[config.mk]
export PLATFORM = sky130hd
export DESIGN_NAME = sac_sequencer
export DESIGN_NICKNAME = d
export VERILOG_FILES = /design/src/design/sac_pkg.sv /design/src/design/sac_sar_core.sv /design/src/design/sac_sequencer.sv
export SDC_FILE = /design/constraint.sdc
export NUM_CORES = 1
export LEC_CHECK = 0
export BUFFER_PORTS_ARGS = -buffer_cell sky130_fd_sc_hd__buf_2
export CORE_MARGIN = 3
export CORE_UTILIZATION = 60
export CTS_BUF_LIST = sky130_fd_sc_hd__clkbuf_8
export CTS_CLUSTER_SIZE = 25
export DETAILED_ROUTE_END_ITERATION = 10
export GPL_TIMING_DRIVEN = 0
export PLACE_DENSITY = 0.92
export SLEW_MARGIN = 5
export SYNTH_ARGS = -nofsm -noshare
export SYNTH_HDL_FRONTEND = slang
export SYNTH_SLANG_ARGS = --single-unit
[constraint.sdc]
create_clock -name aclk -period 8.1 [get_ports aclk]
set_input_delay 1.215 -clock aclk [delete_from_list [all_inputs] [get_ports aclk]]
set_output_delay 1.215 -clock aclk [all_outputs]
set_load 0.01 [all_outputs]
[src/design/sac_pkg.sv]
package sac_pkg;

  // ------------------------------------------------------------
  // data and code range
  // ------------------------------------------------------------
  localparam int          DATA_W     = 13;
  localparam int          OFFS_W     = 8;
  localparam int          GAIN_W     = 6;
  localparam int          GAIN_SHIFT = 9;
  localparam logic [12:0] CODE_MAX   = 13'h0FFF;
  localparam logic [12:0] CODE_MIN   = 13'h1000;
  localparam logic [12:0] TEST_MASK  = 13'h006C;

  // ------------------------------------------------------------
  // sequence timing in converter clock periods
  // ------------------------------------------------------------
  localparam int          CNT_W      = 11;
  localparam logic [10:0] NULL_TICKS = 11'h01A;
  localparam logic [10:0] ACQ_TICKS  = 11'h007;
  localparam logic [10:0] CAL_TICKS  = 11'h574;
  localparam logic [3:0]  SAR_STEPS  = 4'hD;

  // ------------------------------------------------------------
  // register map
  // ------------------------------------------------------------
  localparam int          ADDR_W       = 8;
  localparam logic [7:0]  REG_CTRL     = 8'h00;
  localparam logic [7:0]  REG_STATUS   = 8'h04;
  localparam logic [7:0]  REG_RESULT   = 8'h08;
  localparam logic [7:0]  REG_IRQ_STS  = 8'h0C;
  localparam logic [7:0]  REG_IRQ_MASK = 8'h10;
  localparam logic [7:0]  REG_CORR     = 8'h14;
  localparam int          CTRL_CAL_BIT  = 0;
  localparam int          CTRL_NULL_BIT = 1;
  localparam logic        CTRL_NULL_RST = 1'h0;
  localparam int          IRQ_W      = 3;
  localparam int          IRQ_DONE   = 0;
  localparam int          IRQ_CAL    = 1;
  localparam int          IRQ_ABORT  = 2;
  localparam logic [2:0]  IRQ_RST    = 3'h0;
  localparam logic [1:0]  RESP_OKAY  = 2'h0;
  localparam logic [1:0]  RESP_SLVERR = 2'h2;

  typedef enum logic [2:0] {
    ST_IDLE, ST_ARMED, ST_NULL, ST_ACQ, ST_CONV, ST_CAL
  } sac_state_t;

  typedef enum logic [2:0] {
    SEL_CTRL, SEL_STATUS, SEL_RESULT, SEL_IRQ_STS, SEL_IRQ_MASK, SEL_CORR, SEL_NONE
  } sac_sel_t;

endpackage

[src/design/sac_sar_core.sv]
module sac_sar_core (
  // clock and reset
  input  wire logic                             clk,
  input  wire logic                             rst_n,
  // control
  input  wire logic                             start,
  input  wire logic                             tick,
  // held input and stored corrections
  input  wire logic [sac_pkg::DATA_W-1:0]       sample,
  input  wire logic signed [sac_pkg::OFFS_W-1:0] offset,
  input  wire logic signed [sac_pkg::GAIN_W-1:0] gain,
  // status and result
  output logic                                  busy,
  output logic                                  done,
  output logic [sac_pkg::DATA_W-1:0]            result
);

  // ------------------------------------------------------------
  // correction of the held sample
  // ------------------------------------------------------------
  logic signed [15:0] v_w;
  logic signed [21:0] prod_w;
  logic signed [15:0] adj_w;
  logic [12:0]        sat_w;

  assign v_w    = 16'(signed'(sample)) - 16'(offset);
  assign prod_w = 22'(v_w) * 22'(gain);
  assign adj_w  = v_w + 16'(prod_w >>> sac_pkg::GAIN_SHIFT);
  assign sat_w  = (adj_w > 16'sd4095)  ? sac_pkg::CODE_MAX :
                  (adj_w < -16'sd4096) ? sac_pkg::CODE_MIN : adj_w[12:0];

  // ------------------------------------------------------------
  // successive approximation: sign first, then twelve bits
  // ------------------------------------------------------------
  logic [11:0] mag_q;
  logic        sign_q;
  logic [11:0] acc_q;
  logic [11:0] mask_q;
  logic [3:0]  step_q;
  logic        busy_q;
  logic        done_q;
  logic [11:0] trial_w;

  assign trial_w = acc_q | mask_q;

  always_ff @(posedge clk) begin
    if (!rst_n) begin
      mag_q  <= 12'h000;
      sign_q <= 1'h0;
      acc_q  <= 12'h000;
      mask_q <= 12'h000;
      step_q <= 4'h0;
      busy_q <= 1'h0;
      done_q <= 1'h0;
    end else begin
      done_q <= 1'h0;
      if (start) begin
        mag_q  <= sat_w[11:0];
        sign_q <= sat_w[12];
        acc_q  <= 12'h000;
        mask_q <= 12'h800;
        step_q <= sac_pkg::SAR_STEPS;
        busy_q <= 1'h1;
      end else if (busy_q && tick) begin
        step_q <= step_q - 4'h1;
        if (step_q != sac_pkg::SAR_STEPS) begin
          if (mag_q >= trial_w) begin
            acc_q <= trial_w;
          end
          mask_q <= mask_q >> 1;
        end
        if (step_q == 4'h1) begin
          busy_q <= 1'h0;
          done_q <= 1'h1;
        end
      end
    end
  end

  assign busy   = busy_q;
  assign done   = done_q;
  assign result = {sign_q, acc_q};

endmodule

[src/design/sac_sequencer.sv]
module sac_sequencer (
  // clock and reset
  input  wire logic                        aclk,
  input  wire logic                        aresetn,
  // axi4-lite write address
  input  wire logic [sac_pkg::ADDR_W-1:0]  s_axi_awaddr,
  input  wire logic                        s_axi_awvalid,
  output logic                             s_axi_awready,
  // axi4-lite write data
  input  wire logic [31:0]                 s_axi_wdata,
  input  wire logic [3:0]                  s_axi_wstrb,
  input  wire logic                        s_axi_wvalid,
  output logic                             s_axi_wready,
  // axi4-lite write response
  output logic [1:0]                       s_axi_bresp,
  output logic                             s_axi_bvalid,
  input  wire logic                        s_axi_bready,
  // axi4-lite read address
  input  wire logic [sac_pkg::ADDR_W-1:0]  s_axi_araddr,
  input  wire logic                        s_axi_arvalid,
  output logic                             s_axi_arready,
  // axi4-lite read data
  output logic [31:0]                      s_axi_rdata,
  output logic [1:0]                       s_axi_rresp,
  output logic                             s_axi_rvalid,
  input  wire logic                        s_axi_rready,
  // host control strobes and converter clock
  input  wire logic                        device_select_n,
  input  wire logic                        write_strobe_n,
  input  wire logic                        read_strobe_n,
  input  wire logic                        calibrate_request_n,
  input  wire logic                        offset_null_request_n,
  input  wire logic                        conv_clk,
  // front-end stand-ins: digitised input, comparator offset, gain error
  input  wire logic [sac_pkg::DATA_W-1:0]  sample_code,
  input  wire logic [sac_pkg::OFFS_W-1:0]  comp_offset,
  input  wire logic [sac_pkg::GAIN_W-1:0]  gain_error,
  // result bus, data and drive enable per pin
  output logic [sac_pkg::DATA_W-1:0]       result_bus_o,
  output logic [sac_pkg::DATA_W-1:0]       result_bus_oe,
  // status pins
  output logic                             conversion_active_n,
  output logic                             result_ready_n,
  output logic                             test_mode,
  output logic                             irq
);

  // ------------------------------------------------------------
  // input synchronisers
  // ------------------------------------------------------------
  localparam int NSYNC = 6;

  logic [NSYNC-1:0] pin_w;
  logic [NSYNC-1:0] sync1_q;
  logic [NSYNC-1:0] sync2_q;

  assign pin_w = {conv_clk, offset_null_request_n, calibrate_request_n,
                  read_strobe_n, write_strobe_n, device_select_n};

  genvar gi;
  generate
    for (gi = 0; gi < NSYNC; gi++) begin : g_sync
      always_ff @(posedge aclk) begin
        if (!aresetn) begin
          sync1_q[gi] <= 1'h1;
          sync2_q[gi] <= 1'h1;
        end else begin
          sync1_q[gi] <= pin_w[gi];
          sync2_q[gi] <= sync1_q[gi];
        end
      end
    end
  endgenerate

  // slow front-end words are only sampled at hold, offset-null end or calibration end
  logic [sac_pkg::DATA_W-1:0] samp1_q;
  logic [sac_pkg::DATA_W-1:0] samp2_q;
  logic [sac_pkg::OFFS_W-1:0] offs1_q;
  logic [sac_pkg::OFFS_W-1:0] offs2_q;
  logic [sac_pkg::GAIN_W-1:0] gain1_q;
  logic [sac_pkg::GAIN_W-1:0] gain2_q;

  always_ff @(posedge aclk) begin
    samp1_q <= sample_code;
    samp2_q <= samp1_q;
    offs1_q <= comp_offset;
    offs2_q <= offs1_q;
    gain1_q <= gain_error;
    gain2_q <= gain1_q;
  end

  // ------------------------------------------------------------
  // strobe decode
  // ------------------------------------------------------------
  logic cs_w;
  logic wr_w;
  logic rd_w;
  logic cal_w;
  logic nul_w;
  logic ck_w;
  logic wr_prev_q;
  logic cal_prev_q;
  logic ck_prev_q;

  assign cs_w  = sync2_q[0];
  assign wr_w  = sync2_q[1];
  assign rd_w  = sync2_q[2];
  assign cal_w = sync2_q[3];
  assign nul_w = sync2_q[4];
  assign ck_w  = sync2_q[5];

  always_ff @(posedge aclk) begin
    if (!aresetn) begin
      wr_prev_q  <= 1'h1;
      cal_prev_q <= 1'h1;
      ck_prev_q  <= 1'h1;
    end else begin
      wr_prev_q  <= wr_w;
      cal_prev_q <= cal_w;
      ck_prev_q  <= ck_w;
    end
  end

  logic tick_w;
  logic wr_fall_w;
  logic wr_rise_w;
  logic cal_fall_w;
  logic read_w;
  logic test_w;

  assign tick_w     = ck_w & ~ck_prev_q;
  assign wr_fall_w  = ~cs_w & wr_prev_q & ~wr_w;
  assign wr_rise_w  = ~cs_w & ~wr_prev_q & wr_w & rd_w & cal_w;
  assign cal_fall_w = cs_w & cal_prev_q & ~cal_w;
  assign read_w     = ~cs_w & ~rd_w & wr_w & cal_w;
  assign test_w     = ~cs_w & ~cal_w & rd_w;

  // ------------------------------------------------------------
  // sequencer
  // ------------------------------------------------------------
  sac_pkg::sac_state_t state_q;
  sac_pkg::sac_state_t state_d;
  logic [sac_pkg::CNT_W-1:0] cnt_q;
  logic [sac_pkg::CNT_W-1:0] cnt_d;
  logic ctrl_null_q;
  logic sw_cal_q;
  logic use_null_w;
  logic cnt_end_w;
  logic cal_go_w;
  logic abort_w;
  logic hold_w;
  logic conv_done_w;
  logic cal_end_w;
  logic core_busy_w;
  logic [sac_pkg::DATA_W-1:0] core_res_w;
  logic signed [sac_pkg::OFFS_W-1:0] off_corr_q;
  logic signed [sac_pkg::GAIN_W-1:0] gain_corr_q;

  assign use_null_w = ~nul_w | ctrl_null_q;
  assign cnt_end_w  = tick_w & (cnt_q == 11'h001);
  assign cal_go_w   = (cal_fall_w | sw_cal_q) & (state_q != sac_pkg::ST_CAL);
  assign abort_w    = wr_fall_w & ~cal_go_w &
                      ((state_q == sac_pkg::ST_NULL) | (state_q == sac_pkg::ST_ACQ) |
                       (state_q == sac_pkg::ST_CONV));
  assign hold_w     = (state_q == sac_pkg::ST_ACQ) & cnt_end_w;
  assign cal_end_w  = (state_q == sac_pkg::ST_CAL) & cnt_end_w;

  always_comb begin
    state_d = state_q;
    cnt_d   = cnt_q;
    if (state_q == sac_pkg::ST_CAL) begin
      // nothing may interrupt a calibration
      if (cnt_end_w) begin
        state_d = sac_pkg::ST_IDLE;
      end else if (tick_w) begin
        cnt_d = cnt_q - 11'h001;
      end
    end else if (cal_go_w) begin
      state_d = sac_pkg::ST_CAL;
      cnt_d   = sac_pkg::CAL_TICKS;
    end else if (wr_fall_w) begin
      state_d = sac_pkg::ST_ARMED;
    end else begin
      case (state_q)
        sac_pkg::ST_ARMED: begin
          if (wr_rise_w) begin
            state_d = use_null_w ? sac_pkg::ST_NULL : sac_pkg::ST_ACQ;
            cnt_d   = use_null_w ? sac_pkg::NULL_TICKS : sac_pkg::ACQ_TICKS;
          end
        end
        sac_pkg::ST_NULL: begin
          if (cnt_end_w) begin
            state_d = sac_pkg::ST_ACQ;
            cnt_d   = sac_pkg::ACQ_TICKS;
          end else if (tick_w) begin
            cnt_d = cnt_q - 11'h001;
          end
        end
        sac_pkg::ST_ACQ: begin
          if (cnt_end_w) begin
            state_d = sac_pkg::ST_CONV;
          end else if (tick_w) begin
            cnt_d = cnt_q - 11'h001;
          end
        end
        sac_pkg::ST_CONV: begin
          if (conv_done_w) begin
            state_d = sac_pkg::ST_IDLE;
          end
        end
        default: begin
          state_d = state_q;
        end
      endcase
    end
  end

  always_ff @(posedge aclk) begin
    if (!aresetn) begin
      state_q <= sac_pkg::ST_CAL;
      cnt_q   <= sac_pkg::CAL_TICKS;
    end else begin
      state_q <= state_d;
      cnt_q   <= cnt_d;
    end
  end

  sac_sar_core u_core (
    .clk    (aclk),
    .rst_n  (aresetn & ~wr_fall_w),
    .start  (hold_w),
    .tick   (tick_w),
    .sample (samp2_q),
    .offset (off_corr_q),
    .gain   (gain_corr_q),
    .busy   (core_busy_w),
    .done   (conv_done_w),
    .result (core_res_w)
  );

  // ------------------------------------------------------------
  // correction store, result latch and flags
  // ------------------------------------------------------------
  logic [sac_pkg::DATA_W-1:0] res_q;
  logic first_cal_q;
  logic coarse_q;
  logic corrupt_q;
  logic null_end_w;
  logic start_w;

  assign null_end_w = (state_q == sac_pkg::ST_NULL) & cnt_end_w;
  assign start_w    = (state_q == sac_pkg::ST_ARMED) & wr_rise_w & ~cal_go_w;

  always_ff @(posedge aclk) begin
    if (!aresetn) begin
      off_corr_q  <= '0;
      gain_corr_q <= '0;
      res_q       <= '0;
      first_cal_q <= 1'h1;
      coarse_q    <= 1'h1;
      corrupt_q   <= 1'h0;
    end else begin
      if (cal_end_w) begin
        off_corr_q  <= offs2_q;
        gain_corr_q <= gain2_q;
        first_cal_q <= 1'h0;
        coarse_q    <= first_cal_q;
      end else if (null_end_w) begin
        off_corr_q <= offs2_q;
      end
      if (conv_done_w) begin
        res_q <= core_res_w;
      end
      // a restart during sampling or conversion marks the corrections suspect
      if (abort_w && state_q != sac_pkg::ST_NULL) begin
        corrupt_q <= 1'h1;
      end else if (cal_end_w) begin
        corrupt_q <= 1'h0;
      end
    end
  end

  // ------------------------------------------------------------
  // pin outputs
  // ------------------------------------------------------------
  logic eoc_n_q;
  logic int_n_q;
  logic test_q;
  logic [sac_pkg::DATA_W-1:0] dout_q;
  logic [sac_pkg::DATA_W-1:0] doe_q;

  always_ff @(posedge aclk) begin
    if (!aresetn) begin
      eoc_n_q <= 1'h1;
      int_n_q <= 1'h1;
      test_q  <= 1'h0;
      dout_q  <= '0;
      doe_q   <= '0;
    end else begin
      eoc_n_q <= ~((state_d == sac_pkg::ST_CONV) | (state_d == sac_pkg::ST_CAL));
      if (conv_done_w) begin
        int_n_q <= 1'h0;
      end else if (read_w || start_w || cal_go_w) begin
        int_n_q <= 1'h1;
      end
      test_q <= test_w;
      dout_q <= res_q;
      doe_q  <= read_w ? {sac_pkg::DATA_W{1'b1}} :
                test_w ? sac_pkg::TEST_MASK : '0;
    end
  end

  assign conversion_active_n = eoc_n_q;
  assign result_ready_n      = int_n_q;
  assign test_mode           = test_q;
  assign result_bus_o        = dout_q;
  assign result_bus_oe       = doe_q;

  // ------------------------------------------------------------
  // register bus
  // ------------------------------------------------------------
  function automatic sac_pkg::sac_sel_t reg_sel(input logic [sac_pkg::ADDR_W-1:0] a);
    case (a)
      sac_pkg::REG_CTRL:     reg_sel = sac_pkg::SEL_CTRL;
      sac_pkg::REG_STATUS:   reg_sel = sac_pkg::SEL_STATUS;
      sac_pkg::REG_RESULT:   reg_sel = sac_pkg::SEL_RESULT;
      sac_pkg::REG_IRQ_STS:  reg_sel = sac_pkg::SEL_IRQ_STS;
      sac_pkg::REG_IRQ_MASK: reg_sel = sac_pkg::SEL_IRQ_MASK;
      sac_pkg::REG_CORR:     reg_sel = sac_pkg::SEL_CORR;
      default:               reg_sel = sac_pkg::SEL_NONE;
    endcase
  endfunction

  logic aw_rdy_q;
  logic bvalid_q;
  logic [1:0] bresp_q;
  logic ar_rdy_q;
  logic rvalid_q;
  logic [1:0] rresp_q;
  logic [31:0] rdata_q;
  logic [sac_pkg::IRQ_W-1:0] irq_sts_q;
  logic [sac_pkg::IRQ_W-1:0] irq_mask_q;
  logic irq_q;

  sac_pkg::sac_sel_t wsel_w;
  sac_pkg::sac_sel_t rsel_w;
  logic wr_go_w;
  logic wr_do_w;
  logic rd_go_w;
  logic wr_lo_w;
  logic [sac_pkg::IRQ_W-1:0] ev_w;
  logic [sac_pkg::IRQ_W-1:0] w1c_w;
  logic [31:0] rmux_w;

  assign wsel_w  = reg_sel(s_axi_awaddr);
  assign rsel_w  = reg_sel(s_axi_araddr);
  assign wr_go_w = s_axi_awvalid & s_axi_wvalid & ~aw_rdy_q & ~bvalid_q;
  assign wr_do_w = aw_rdy_q;
  assign wr_lo_w = wr_do_w & s_axi_wstrb[0];
  assign rd_go_w = s_axi_arvalid & ~ar_rdy_q & ~rvalid_q;
  assign ev_w    = {abort_w, cal_end_w, conv_done_w};
  assign w1c_w   = (wr_lo_w && wsel_w == sac_pkg::SEL_IRQ_STS) ?
                   s_axi_wdata[sac_pkg::IRQ_W-1:0] : '0;

  assign rmux_w =
    (rsel_w == sac_pkg::SEL_CTRL)     ? {30'h0, ctrl_null_q, 1'h0} :
    (rsel_w == sac_pkg::SEL_STATUS)   ? {24'h0, coarse_q, corrupt_q, test_q,
                                         ~int_n_q, ~eoc_n_q, 3'(state_q)} :
    (rsel_w == sac_pkg::SEL_RESULT)   ? {{19{res_q[12]}}, res_q} :
    (rsel_w == sac_pkg::SEL_IRQ_STS)  ? {29'h0, irq_sts_q} :
    (rsel_w == sac_pkg::SEL_IRQ_MASK) ? {29'h0, irq_mask_q} :
    (rsel_w == sac_pkg::SEL_CORR)     ? {10'h0, 2'(gain_corr_q >>> 4), gain_corr_q,
                                         off_corr_q, 6'h0} : 32'h0;

  always_ff @(posedge aclk) begin
    if (!aresetn) begin
      aw_rdy_q    <= 1'h0;
      bvalid_q    <= 1'h0;
      bresp_q     <= sac_pkg::RESP_OKAY;
      ctrl_null_q <= sac_pkg::CTRL_NULL_RST;
      sw_cal_q    <= 1'h0;
      irq_mask_q  <= sac_pkg::IRQ_RST;
    end else begin
      aw_rdy_q <= wr_go_w;
      sw_cal_q <= 1'h0;
      if (wr_do_w) begin
        bvalid_q <= 1'h1;
        bresp_q  <= (wsel_w == sac_pkg::SEL_NONE) ? sac_pkg::RESP_SLVERR : sac_pkg::RESP_OKAY;
      end else if (s_axi_bready) begin
        bvalid_q <= 1'h0;
      end
      if (wr_lo_w && wsel_w == sac_pkg::SEL_CTRL) begin
        ctrl_null_q <= s_axi_wdata[sac_pkg::CTRL_NULL_BIT];
        sw_cal_q    <= s_axi_wdata[sac_pkg::CTRL_CAL_BIT];
      end
      if (wr_lo_w && wsel_w == sac_pkg::SEL_IRQ_MASK) begin
        irq_mask_q <= s_axi_wdata[sac_pkg::IRQ_W-1:0];
      end
    end
  end

  always_ff @(posedge aclk) begin
    if (!aresetn) begin
      irq_sts_q <= sac_pkg::IRQ_RST;
      irq_q     <= 1'h0;
      ar_rdy_q  <= 1'h0;
      rvalid_q  <= 1'h0;
      rresp_q   <= sac_pkg::RESP_OKAY;
      rdata_q   <= 32'h0;
    end else begin
      // a new event wins over a clear in the same cycle
      irq_sts_q <= (irq_sts_q & ~w1c_w) | ev_w;
      irq_q     <= |(irq_sts_q & irq_mask_q);
      ar_rdy_q  <= rd_go_w;
      if (ar_rdy_q) begin
        rvalid_q <= 1'h1;
        rdata_q  <= rmux_w;
        rresp_q  <= (rsel_w == sac_pkg::SEL_NONE) ? sac_pkg::RESP_SLVERR : sac_pkg::RESP_OKAY;
      end else if (s_axi_rready) begin
        rvalid_q <= 1'h0;
      end
    end
  end

  assign s_axi_awready = aw_rdy_q;
  assign s_axi_wready  = aw_rdy_q;
  assign s_axi_bvalid  = bvalid_q;
  assign s_axi_bresp   = bresp_q;
  assign s_axi_arready = ar_rdy_q;
  assign s_axi_rvalid  = rvalid_q;
  assign s_axi_rresp   = rresp_q;
  assign s_axi_rdata   = rdata_q;
  assign irq           = irq_q;

endmodule

=== After elaboration in Yosys (flattened, before gate mapping) ===
Cells that the tools add are included.

* Register bits after elaboration: 234
* Bits in latches: 0
* Memory bits (writable): 0
* ROM bits: 0
* Bits of input ports: 92
* Memories: 0

* Add/sub/neg operators: 4
* Multipliers: 1
* Divide/modulo/power cells: 0
* Magnitude comparators: 3
* Equality and inequality tests: 33
* Shifts and indexed selects: 0
* Mux-type cells: 53
* Bitwise logic cells: 58
* Reductions and logical operators: 29

{| class="wikitable"
|+ Operators by type and width
! operator !! count
|-
| $mux W32 || 3
|-
| $mux W11 || 7
|-
| $mux W22 || 3
|-
| $mux W13 || 3
|-
| $mux W12 || 3
|-
| $pmux W3 S6 || 2
|-
| $pmux W11 S3 || 1
|-
| $eq A8 B4 Y1 const B || 4
|-
| $eq A8 B5 Y1 const B || 4
|-
| $and A1 B1 Y1 || 30
|-
| $eq A3 B3 Y1 const B || 9
|-
| $mux W3 || 9
|-
| $mul A14 B6 Y20 || 1
|-
| $not A1 Y1 || 18
|-
| $eq A8 B3 Y1 const B || 2
|-
| $gt A16 B13 Y1 const B || 1
|-
| $logic_not A8 Y1 || 2
|-
| $lt A16 B13 Y1 const B || 1
|-
| $mux W8 || 2
|-
| $reduce_bool A2 Y1 || 8
|-
| $add A14 B11 Y15 || 1
|-
| $eq A3 B2 Y1 const B || 5
|-
| $sub A13 B8 Y14 || 1
|-
| $mux W1 || 13
|-
| other kinds (28) || 48
|}

=== Depth between registers and ports, before layout ===
Gate-level depths: netlist (run 1).

* Word-level depth: 13
* Mapped depth: 37

=== Modules after synthesis ===
From an unflattened synthesis (run 1), not the netlist that was laid out.

* Cells, all modules: 1,246
* Area, all modules: 11,695.0 sq um

{| class="wikitable"
|+ Modules (own cells, without submodules)
! module !! instances !! cells each !! area each (sq um) !! sequential area each (sq um)
|-
| sac_sequencer || 1 || 605 || 6,053.3 || 3,343.2
|-
| sac_sar_core || 1 || 641 || 5,641.7 || 860.8
|}

=== Worst setup path after synthesis (run 1) ===
OpenSTA, ideal clock, no wires.

* Path kind: register to register
* Start point: register off_corr_q[1] (netlist bit)
* End point: register u_core.mag_q[10]
* Arrival: 7.128 ns
* Data required time: 7.967 ns
* Setup slack: 0.840 ns
* Stages on the path, launching flop included: 34
* Buffers on the path: 1
* Cells stage by stage: dfxtp_1 > inv_1 > ha_1 > nor2b_1 > o21ai_1 > a21boi_0 > o21ai_1 > a21oi_1 > a2111oi_0 > nor4_2 > and2_1 > fa_1 > fa_1 > fa_1 > ha_1 > ha_1 > a21o_1 > a21oi_1 > o2bb2ai_1 > o211a_1 > o21a_1 > o21ai_1 > a21oi_1 > xor2_1 > ha_1 > buf_2 > a21oi_1 > o211ai_1 > a21oi_1 > o211ai_1 > xor2_1 > a21o_1 > o21bai_2 > nor3_1

* Longest elaborated chain between the ends: 6
* Elaborated cells on any way between the ends: 7

{| class="wikitable"
|+ Ends and longest elaborated chain
! element !! line !! source
|-
| start: declaration || sac_sequencer.sv:156 || <nowiki>logic signed [sac_pkg::OFFS_W-1:0] off_corr_q;</nowiki>
|-
| start signal: assignment || sac_sequencer.sv:264 || <nowiki>off_corr_q <= offs2_q;</nowiki>
|-
| start signal: assignment || sac_sequencer.sv:269 || <nowiki>off_corr_q <= offs2_q;</nowiki>
|-
| $sub A13 B8 Y14 * || sac_sar_core.sv:26 || <nowiki>assign v_w = 16'(signed'(sample)) - 16'(offset);</nowiki>
|-
| $mul A14 B6 Y20 || sac_sar_core.sv:27 || <nowiki>assign prod_w = 22'(v_w) * 22'(gain);</nowiki>
|-
| $add A14 B11 Y15 * || sac_sar_core.sv:28 || <nowiki>assign adj_w = v_w + 16'(prod_w >>> sac_pkg::GAIN_SHIFT);</nowiki>
|-
| $lt A16 B13 Y1 || sac_sar_core.sv:30 || <nowiki>(adj_w < -16'sd4096) ? sac_pkg::CODE_MIN : adj_w[12:0];</nowiki>
|-
| $mux W13 || sac_sar_core.sv:30 ||
|-
| $mux W13 * || sac_sar_core.sv:29 || <nowiki>assign sat_w = (adj_w > 16'sd4095) ? sac_pkg::CODE_MAX :</nowiki>
|-
| end signal: assignment || sac_sar_core.sv:58 || <nowiki>mag_q <= sat_w[11:0];</nowiki>
|-
| end: declaration || sac_sar_core.sv:35 || <nowiki>logic [11:0] mag_q;</nowiki>
|}

Every way passes the cells marked *; elsewhere a longest branch is shown, timed or not.
A chain may end at the register's enable or synchronous reset.

=== Final worst setup path (run 1) ===
* Start point: register off_corr_q[5] (netlist bit)
* End point: register u_core.mag_q[6]

The elaborated chain is that of the path after synthesis.

==> reports/metrics.csv, run 1 <==
stage,metric,value,unit
run_status,outcome,finished with violations,
run_status,failing checks,negative setup slack,
critical_path,critical path class,flip-flop to flip-flop,
critical_path,crit path capture type,flip-flop,
clock_network,clock root buffer,clkbuf_8,
yosys,Yosys warnings,0,
clock_network,worst skew pair latency,0.54,ns
timing,Slew headroom,14.9,%
timing,"Worst Setup Slack, final",-0.0451,ns
global_routing,All-Layer GR Usage,29.5,%
yosys,post-synth top area cell,dfxtp_1,
routing,Met3 Wirelength,4000,um
yosys,Synth Instances,1232,
clock_network,Max clock buf depth,3,
yosys,Area contributors post-synth,"dfxtp_1, fa_1, ha_1",
critical_path,slowest CP cell,fa_1,
routing,top layer used by detailed routing,met4,
hold_path,Hold WC Path Type,flip-flop to flip-flop,
routing,drt pass-1 iters,6,
floorplanning,Core Rows,49,
critical_path,RR Endpoint,u_core.mag_q[6],
routing,via count,10451,
routing,ANT nets after route,0,
routing,DR vias/cell,6.28,
placed_design,GPL Wtd Cong,0.925,
yosys,Syn Std Cell Area,11400,um2
yosys,Syn Area/Cell,9.29,um2
routing,DRC viols,0,
yosys,sequential element share of the synthesized area,36.7,%
hold_path,hold endpoint,samp2_q[9],
clock_network,"CTS clk-pin slew, worst paths",0.06,ns
critical_path,r2r setup slk,-0.05,ns
final_layout,nets,1640,
yosys,most common flop cell mapped by yosys,dfxtp_1,
final_layout,layout cells sized above 1,21.2,%
yosys,"top cells by count, synth","dfxtp_1, nand2_1, nor2_1",
critical_path,CP bufs+invs,2,
flow_run,max_cap viols,0,
clock_network,CTS Buf Count,34,
final_layout,fill count,1054,
floorplanning,Initial Util,62.5,%
timing,max-slew violation count,0,
yosys,Post-synth ARST share,0,%
critical_path,CP peak stage delay,0.62,ns
critical_path,cell family with most CP delay,adder cells,
timing,Tcrit/Tclk final,101,%
critical_path,Startpoint Class,flip-flop,
timing,final critical-path required period,8.15,ns
critical_path,reg-to-reg startpoint,off_corr_q[5],
routing,WL/cell,20.8,um
timing,Final Hold Viols,0,
power_and_ir_drop,PD cells,161,nW/um2
timing,FMAX,0.123,GHz
critical_path,"Arr. time, crit path",8.57,ns
hold_path,hold depth,0,
global_routing,first-pass GRT wire length,49600,um
yosys,post-synthesis register bit count,210,
global_routing,antenna violations before repair,0,
clock_network,TritonCTS Sinks,210,
power_and_ir_drop,Tot Pwr,2.19,mW
timing,Setup-failing EPs final,6,
clock_network,CTS tree,done,
critical_path,worst r2r path cells,31,
timing,Worst Skew,0.0344,ns
placed_design,IO Port Bufs,127,
routing,Total Wirelength,34600,um
floorplanning,die area,20800,um2
timing,setup repair after global routing missed its margin,yes,
timing,Worst-Margin Slew,1.27,ns
floorplanning,Die Span Y,144,um
yosys,Post-synth EDFFs,0,
yosys,top-area cell type share of the netlist area,36.7,%
power_and_ir_drop,Worst VDD drop,0.107,mV
yosys,most common cell in the synthesized netlist,dfxtp_1,
placed_design,dpl hpwl,21500,um
floorplanning,die width,144,um
routing,WL met2,15900,um
yosys,Yosys cell types,78,
final_layout,ANT cells,0,
global_routing,largest net degree at the start of global routing,12,
routing,initial DRC count,1308,
clock_network,H-tree lvl count,2,
critical_path,Worst EP required,8.52,ns
floorplanning,Ports,163,
power_and_ir_drop,leakage,6.09,nW
placed_design,Cells after DPL,1589,
global_routing,gr ovfl total,0,
global_routing,vias in the first global route,10158,
critical_path,maximum fanout along the worst path,10,
routing,Metal-1 WL,12000,um
final_layout,P&R area growth vs syn,18.6,%
timing,WHS,0.322,ns
floorplanning,core area,18300,um2
final_layout,fin cells,1665,
hold_path,HP Start,samp1_q[9],
cells in the final DEF, fill, tap and decap left out, drive strengths merged, types with 8 or more instances in the layout:
cell type,synthesis,routed
inv,62,73
a21oi,72,72
a22o,12,12
o21ai,57,57
a211oi,9,9
xnor2,27,27
nand2b,26,26
ha,76,76
fa,59,59
buf,36,179
nand2,123,123
mux2i,26,26
a21o,10,10
nor3,33,33
nand3,22,22
a22oi,8,8
a21boi,13,13
nor2b,57,57
xor2,10,10
nor2,90,90
o21a,8,8
dfxtp,210,210
and2,65,65
clkbuf,32,78
o211ai,8,8
per-stage QoR:
stage | utilization [%] | setup TNS, ns | area [um2] | setup slack (ns)
2_1_floorplan | - | 0 | 11500 | 0.840
3_3_place_gp | 67.5 | -0.372 | 12400 | -0.0436
3_5_place_dp | 67.5 | -3.58 | 12400 | -0.310
4_1_cts | 72.2 | 0 | 13200 | 0.0311
5_1_grt | 74.1 | -6.65 | 13600 | -0.568
6_report | 74.1 | -0.162 | 13600 | -0.0451
metal layers:
layer / track usage, % / vias up
met2: 49.7 / 875
li1: - / 4532
met4: 15.7 / 0
met3: 6.05 / 259
met1: 35.6 / 4785
met5: 0 / -
where the power goes:
group,switching [mW],total [mW],internal [mW]
Combinational,0.104,0.174,0.0703
Clock,0.426,0.955,0.529
Sequential,0.00910,1.06,1.05
worst max path at each step:
stage,start,endpoint,slack (ns),depth (start not counted)
2_1_floorplan,off_corr_q[1],u_core.mag_q[10],0.84,33
3_3_place_gp,off_corr_q[1],u_core.mag_q[4],-0.04,33
3_5_place_dp,off_corr_q[1],u_core.mag_q[11],-0.31,34
4_1_cts,off_corr_q[1],u_core.mag_q[1],0.03,37
5_1_grt,off_corr_q[0],u_core.mag_q[6],-0.57,27
6_report,off_corr_q[5],u_core.mag_q[6],-0.05,31
cells by family after synthesis:
group           after synthesis  synth area share [%]
compound gates              236                  13.2
xor+xnor                     37                  2.83
fa+ha+maj                   135                  18.6
buf+inv                     130                  5.31
flops                       210                  36.7
mux                          27                  2.47
other cells                   1                0.0328
simple gates                456                  20.9
sequential cells by signal, summed over array words and instances (netlist names), 8 cells and up:
| register | cells |
|---|---|
| offs1_q | 8 |
| s_axi_rdata | 21 |
| samp2_q | 13 |
| samp1_q | 13 |
| off_corr_q | 8 |
| offs2_q | 8 |
| res_q | 13 |
| u_core.mag_q | 12 |
| u_core.acc_q | 12 |
| cnt_q | 11 |
| result_bus_o | 13 |
| u_core.mask_q | 12 |
what timing repair did:
item,4_1_cts,5_1_grt
setup endpoints to repair,12,13
cloned,0,0
pin swaps,4,25
hold buffers,0,0
setup buffers,11,6
resized for setup,13,58
layout make-up:
| cell class | count | area, um2 | share of cell area, % |
|---|---|---|---|
| Buffer | 68 | 378 | 2.78 |
| Tap cell | 229 | 287 | 2.11 |
| Sequential cell | 210 | 4210 | 31.0 |
| Clock buffer | 45 | 619 | 4.56 |
| Clock inverter | 14 | 88.8 | 0.654 |
| Multi-Input combinational cell | 893 | 7000 | 51.6 |
| Timing Repair Buffer | 144 | 763 | 5.62 |
| Inverter | 62 | 233 | 1.71 |
Power figures use the tool's default switching activity.
==> inputs of run 2 (changes only) <==
--- a/config.mk
+++ b/config.mk
@@ -5,7 +5,7 @@
 export SDC_FILE = /design/constraint.sdc
 export NUM_CORES = 1
 export LEC_CHECK = 0
-export BUFFER_PORTS_ARGS = -buffer_cell sky130_fd_sc_hd__buf_2
+export BUFFER_PORTS_ARGS = -buffer_cell sky130_fd_sc_hd__buf_4
 export CORE_MARGIN = 3
 export CORE_UTILIZATION = 60
 export CTS_BUF_LIST = sky130_fd_sc_hd__clkbuf_8
@@ -13,6 +13,7 @@
 export DETAILED_ROUTE_END_ITERATION = 10
 export GPL_TIMING_DRIVEN = 0
 export PLACE_DENSITY = 0.92
+export RECOVER_POWER = 25
 export SLEW_MARGIN = 5
 export SYNTH_ARGS = -nofsm -noshare
 export SYNTH_HDL_FRONTEND = slang
==> run 2 against run 1 <==
Maximum frequency shrank 3.0%. Die area did not move. Core utilization up 2.5 points. Highest routed layer unchanged. Largest power group unchanged. Combinational power increased by 16%. The run still ends with negative setup slack left. First-iteration DRC count increased by 38%. Via count increased by 6.2%. Clock-buffer cell count shrank 1. Power up 1.1%. Clock skew increased by 0.00078 ns. Cell area up 3.4%. Wire length increased by 16%.
==> reports/metrics.csv, run 2 (synthesis results as in run 1) <==
stage,metric,value,unit
critical_path,CP peak stage delay,0.54,ns
routing,WL/cell,23.9,um
timing,final critical-path required period,8.40,ns
clock_network,Max clock buf depth,3,
power_and_ir_drop,PD cells,158,nW/um2
final_layout,P&R area growth vs syn,22.6,%
critical_path,crit path capture type,flip-flop,
placed_design,dpl hpwl,22200,um
global_routing,largest net degree at the start of global routing,12,
clock_network,"CTS clk-pin slew, worst paths",0.06,ns
clock_network,TritonCTS Sinks,210,
hold_path,hold depth,0,
global_routing,gr ovfl total,0,
flow_run,max_cap viols,0,
final_layout,design area,14000,um2
power_and_ir_drop,Tot Pwr,2.21,mW
critical_path,r2r setup slk,-0.30,ns
floorplanning,die width,144,um
routing,DRC viols,0,
timing,"Worst Setup Slack, final",-0.299,ns
routing,via count,11097,
routing,Total Wirelength,40100,um
final_layout,"commonest non-fill, non-tap cell in the layout",dfxtp_1,
global_routing,antenna violations before repair,0,
final_layout,most frequent cells in the layout,"dfxtp_1, buf_4, nand2_1",
critical_path,critical path class,flip-flop to flip-flop,
routing,ANT nets after route,0,
timing,Worst-Margin Slew,1.43,ns
critical_path,crit-path most repeated cell,inv_1,
routing,DR vias/cell,6.61,
routing,drt pass-1 iters,6,
timing,Slew headroom,4.56,%
floorplanning,Die Span Y,144,um
clock_network,Hold Buf Count CTS,0,
floorplanning,Initial Util,62.5,%
timing,Final Hold Viols,0,
global_routing,vias in the first global route,10048,
critical_path,Worst EP required,8.54,ns
critical_path,worst r2r path cells,36,
clock_network,clock root buffer,clkbuf_8,
placed_design,GPL Wtd Cong,0.915,
final_layout,ANT cells,0,
global_routing,All-Layer GR Usage,30.3,%
critical_path,"Arr. time, crit path",8.84,ns
timing,Tcrit/Tclk final,104,%
run_status,failing checks,negative setup slack,
clock_network,worst skew pair latency,0.57,ns
hold_path,hold endpoint,offs2_q[4],
placed_design,IO Port Bufs,127,
critical_path,reg-to-reg startpoint,off_corr_q[1],
critical_path,Startpoint Class,flip-flop,
run_status,outcome,finished with violations,
timing,max-slew violation count,0,
timing,Worst Skew,0.0352,ns
clock_network,CTS tree,done,
floorplanning,Ports,163,
clock_network,H-tree lvl count,2,
clock_network,CTS Buf Count,35,
final_layout,nets,1653,
final_layout,Largest register FFs,21,
floorplanning,Core Rows,49,
timing,Setup-failing EPs final,12,
floorplanning,core area,18300,um2
timing,FMAX,0.119,GHz
critical_path,maximum fanout along the worst path,6,
routing,initial DRC count,1801,
power_and_ir_drop,Worst VDD drop,0.0947,mV
critical_path,slowest CP cell,fa_1,
hold_path,HP Start,offs1_q[4],
final_layout,Final Util,76.6,%
final_layout,layout cells sized above 1,22.5,%
power_and_ir_drop,leakage,6.22,nW
critical_path,RR Endpoint,u_core.mag_q[0],
floorplanning,die area,20800,um2
placed_design,placed cell area,12700,um2
global_routing,first-pass GRT wire length,50300,um
hold_path,Hold WC Path Type,flip-flop to flip-flop,
-- run 2: area by class of cell --
type,count,area (um2)
clock inverter,18,86.3
tap,229,287
fill,924,4290
sequential,210,4210
multi-input combinational,894,7070
timing repair buffer,155,1160
buffer,68,388
clock buffer,44,606
inverter,62,233
-- run 2: how the worst max path moves through the flow --
| stage | from | end | slack (ns) | depth (start not counted) |
|---|---|---|---|---|
| 6_report | off_corr_q[1] | u_core.mag_q[0] | -0.30 | 36 |
| 3_3_place_gp | off_corr_q[1] | u_core.mag_q[2] | -0.03 | 33 |
| 2_1_floorplan | off_corr_q[1] | u_core.mag_q[10] | 0.84 | 33 |
| 3_5_place_dp | off_corr_q[1] | u_core.mag_q[10] | -0.42 | 33 |
| 4_1_cts | off_corr_q[1] | u_core.mag_q[11] | 0.02 | 34 |
| 5_1_grt | off_corr_q[1] | u_core.mag_q[0] | -0.39 | 36 |
-- run 2: where the power goes --
| part | switching [mW] | total (mW) | internal, mW |
|---|---|---|---|
| clock | 0.458 | 0.950 | 0.492 |
| sequential | 0.0101 | 1.06 | 1.05 |
| combinational | 0.116 | 0.202 | 0.0862 |
| total | 0.584 | 2.21 | 1.63 |
-- run 2: layer usage --
layer	global-route usage, %	part of all wire [%]
met1	37.2	33
met3	6.51	13
met2	50.4	45
met5	0	0
met4	15.5	9.4
-- run 2: timing repair --
| action | in CTS | in global routing |
|---|---|---|
| gates cloned | 1 | 1 |
| endpoints found under the setup margin | 13 | 13 |
| pin swaps | 5 | 28 |
| hold endpoints to repair | 0 | 0 |
| setup buffers | 5 | 22 |
| resized for setup | 22 | 66 |
-- run 2: metrics by stage --
stage | worst slack (ns) | hold WS [ns] | setup TNS [ns] | instances
after global routing | -0.391 | 0.324 | -3.25 | 1680
after global placement | -0.0345 | 0.311 | -0.289 | 1589
final | -0.299 | 0.328 | -2.04 | 1680
after detailed placement | -0.420 | 0.312 | -4.80 | 1589
after floorplan | 0.840 | 0.310 | 0 | 1233
after CTS | 0.0176 | 0.326 | 0 | 1657
-- run 2: critical path, delay by kind of cell (launching register included) --
kind,cells,cell delay [ns]
buf+inv,6,0.53
compound gates,13,2.69
fa+ha+maj,7,3.07
xor+xnor,3,0.44
flops,1,0.34
simple gates,7,1.22
==> inputs of run 3 (changes only) <==
--- a/config.mk
+++ b/config.mk
@@ -6,14 +6,16 @@
 export NUM_CORES = 1
 export LEC_CHECK = 0
 export BUFFER_PORTS_ARGS = -buffer_cell sky130_fd_sc_hd__buf_4
+export CAP_MARGIN = 20
 export CORE_MARGIN = 3
 export CORE_UTILIZATION = 60
 export CTS_BUF_LIST = sky130_fd_sc_hd__clkbuf_8
 export CTS_CLUSTER_SIZE = 25
 export DETAILED_ROUTE_END_ITERATION = 10
 export GPL_TIMING_DRIVEN = 0
-export PLACE_DENSITY = 0.92
+export PLACE_DENSITY = 0.83
 export RECOVER_POWER = 25
+export SETUP_SLACK_MARGIN = 0.5
 export SLEW_MARGIN = 5
 export SYNTH_ARGS = -nofsm -noshare
 export SYNTH_HDL_FRONTEND = slang
==> run 3 against run 2 <==
The flow now finishes without violations. Clock skew decreased by 0.013 ns. Clock power rose by 4.6%. Clock-buffer cell count rose by 3. Maximum frequency grew 5.1%. Largest power group unchanged. Sequential share of layout area shrank 0.67 points.
==> reports/metrics.csv, run 3 (synthesis results as in run 1) <==
stage,metric,value,unit
global_routing,first-pass GRT wire length,49900,um
critical_path,Startpoint Class,flip-flop,
clock_network,CTS Buf Count,35,
timing,Setup-failing EPs final,0,
routing,DR vias/cell,6.11,
clock_network,worst skew pair latency,0.54,ns
clock_network,Hold Buf Count CTS,0,
run_status,outcome,"finished, final reports clean",
power_and_ir_drop,Worst VDD drop,0.134,mV
timing,Worst-Margin Slew,1.04,ns
routing,Total Wirelength,35100,um
critical_path,"Arr. time, crit path",8.41,ns
timing,Worst Skew,0.0224,ns
routing,WL/cell,20.8,um
power_and_ir_drop,Tot Pwr,2.27,mW
timing,Final Hold Viols,0,
final_layout,design area,14400,um2
critical_path,critical path class,flip-flop to flip-flop,
routing,ANT nets after route,0,
floorplanning,Initial Util,62.5,%
critical_path,Worst EP required,8.52,ns
timing,setup repair after global routing missed its margin,yes,
final_layout,Largest register FFs,21,
timing,Tcrit/Tclk final,98.7,%
routing,Metal-1 WL,13400,um
floorplanning,core area,18300,um2
clock_network,"CTS clk-pin slew, worst paths",0.07,ns
clock_network,H-tree lvl count,2,
global_routing,antenna violations before repair,1,
final_layout,nets,1660,
final_layout,fin cells,1689,
routing,via count,10322,
power_and_ir_drop,PD cells,158,nW/um2
timing,final critical-path required period,7.99,ns
final_layout,"commonest non-fill, non-tap cell in the layout",dfxtp_1,
final_layout,register area,4210,um2
routing,top layer used by detailed routing,met4,
routing,Met3 Wirelength,3600,um
clock_network,CTS tree,done,
routing,initial DRC count,942,
placed_design,Cells after DPL,1589,
final_layout,P&R area growth vs syn,25.5,%
routing,WL met2,16200,um
hold_path,Hold WC Path Type,flip-flop to flip-flop,
floorplanning,die width,144,um
routing,drt pass-1 iters,6,
placed_design,GPL Wtd Cong,0.895,
critical_path,slowest CP cell,fa_1,
placed_design,IO Port Bufs,127,
timing,FMAX,0.125,GHz
final_layout,layout cells sized above 1,24.8,%
floorplanning,die area,20800,um2
routing,DRC viols,0,
final_layout,fill count,1063,
final_layout,most frequent cells in the layout,"dfxtp_1, buf_4, nand2_1",
global_routing,gr ovfl total,0,
floorplanning,Ports,163,
placed_design,placed cell area,12700,um2
placed_design,dpl hpwl,21200,um
timing,WHS,0.312,ns
clock_network,TritonCTS Sinks,210,
critical_path,crit path capture type,flip-flop,
critical_path,maximum fanout along the worst path,5,
clock_network,clock root buffer,clkbuf_8,
flow_run,max_cap viols,0,
global_routing,All-Layer GR Usage,30.0,%
timing,setup_tns,0,ns
timing,Slew headroom,30.3,%
floorplanning,Die Span Y,144,um
final_layout,multi-input logic area,7300,um2
global_routing,largest net degree at the start of global routing,12,
timing,max-slew violation count,0,
critical_path,CP peak stage delay,0.52,ns
floorplanning,Core Rows,49,
clock_network,Max clock buf depth,3,
global_routing,vias in the first global route,10001,
power_and_ir_drop,leakage,6.29,nW
-- run 3: cell count changes in the layout (fill, tap and decap cells not counted), sizes merged --
cell | previous run | this run
bufinv | 0 | 1
buf | 163 | 170
diode | 0 | 1
clkinv | 5 | 4
inv | 74 | 72
clkbuf | 104 | 107
-- run 3: layout make-up --
class,count,area share (%)
Antenna cell,1,0.0174
Buffer,68,2.67
Clock buffer,47,4.50
Clock inverter,16,0.696
Inverter,62,1.64
Multi-Input combinational cell,894,50.8
Sequential cell,210,29.3
Tap cell,229,1.99
Timing Repair Buffer,162,8.39
-- run 3: per-layer routing --
metal / global-route usage, % / vias up
met4: 14.2 / 0
met1: 38.7 / 4859
met3: 5.82 / 182
met5: 0 / -
met2: 48.8 / 700
li1: - / 4581
-- run 3: per-stage QoR --
stage | setup slack, ns | util, %
floorplan | 0.840 | -
global placement | -0.124 | 69.2
detailed placement | -0.275 | 69.2
CTS | 0.514 | 75.6
global route | 0.0258 | 78.4
finish | 0.108 | 78.4
-- run 3: repair_timing --
item | in CTS | in global routing
endpoints found under the setup margin | 13 | 13
setup buffers | 17 | 17
pin swaps | 26 | 45
gates cloned | 1 | 1
gates resized for setup | 56 | 70
-- run 3: report_power, final --
group | internal (mW) | switching (mW) | total [mW] | leakage (nW)
Combinational | 0.0952 | 0.114 | 0.209 | 4.15
Sequential | 1.05 | 0.00986 | 1.06 | 1.72
Clock | 0.552 | 0.442 | 0.994 | 0.420
Total | 1.70 | 0.566 | 2.27 | 6.29
-- run 3: path summary, 6_finish.rpt --
path | start | end | slack, ns | cells past startpoint
worst max register to register | samp2_q[0] | u_core.mag_q[9] | 0.11 | 33
worst max-delay path | samp2_q[0] | u_core.mag_q[9] | 0.11 | 33
worst min register to register | gain1_q[1] | gain2_q[1] | 0.31 | 0
worst min-delay path | gain1_q[1] | gain2_q[1] | 0.31 | 0
-- run 3: worst max-delay path, delay by kind of cell, from the launching register on --
kind,cells,cell delay [ns]
adders and majority gates,8,2.95
and+or+nand+nor,8,1.47
DFF,1,0.35
buffers and inverters,4,0.56
AOI/OAI and AO/OA,10,1.80
xor gates and xnor gates,3,0.75
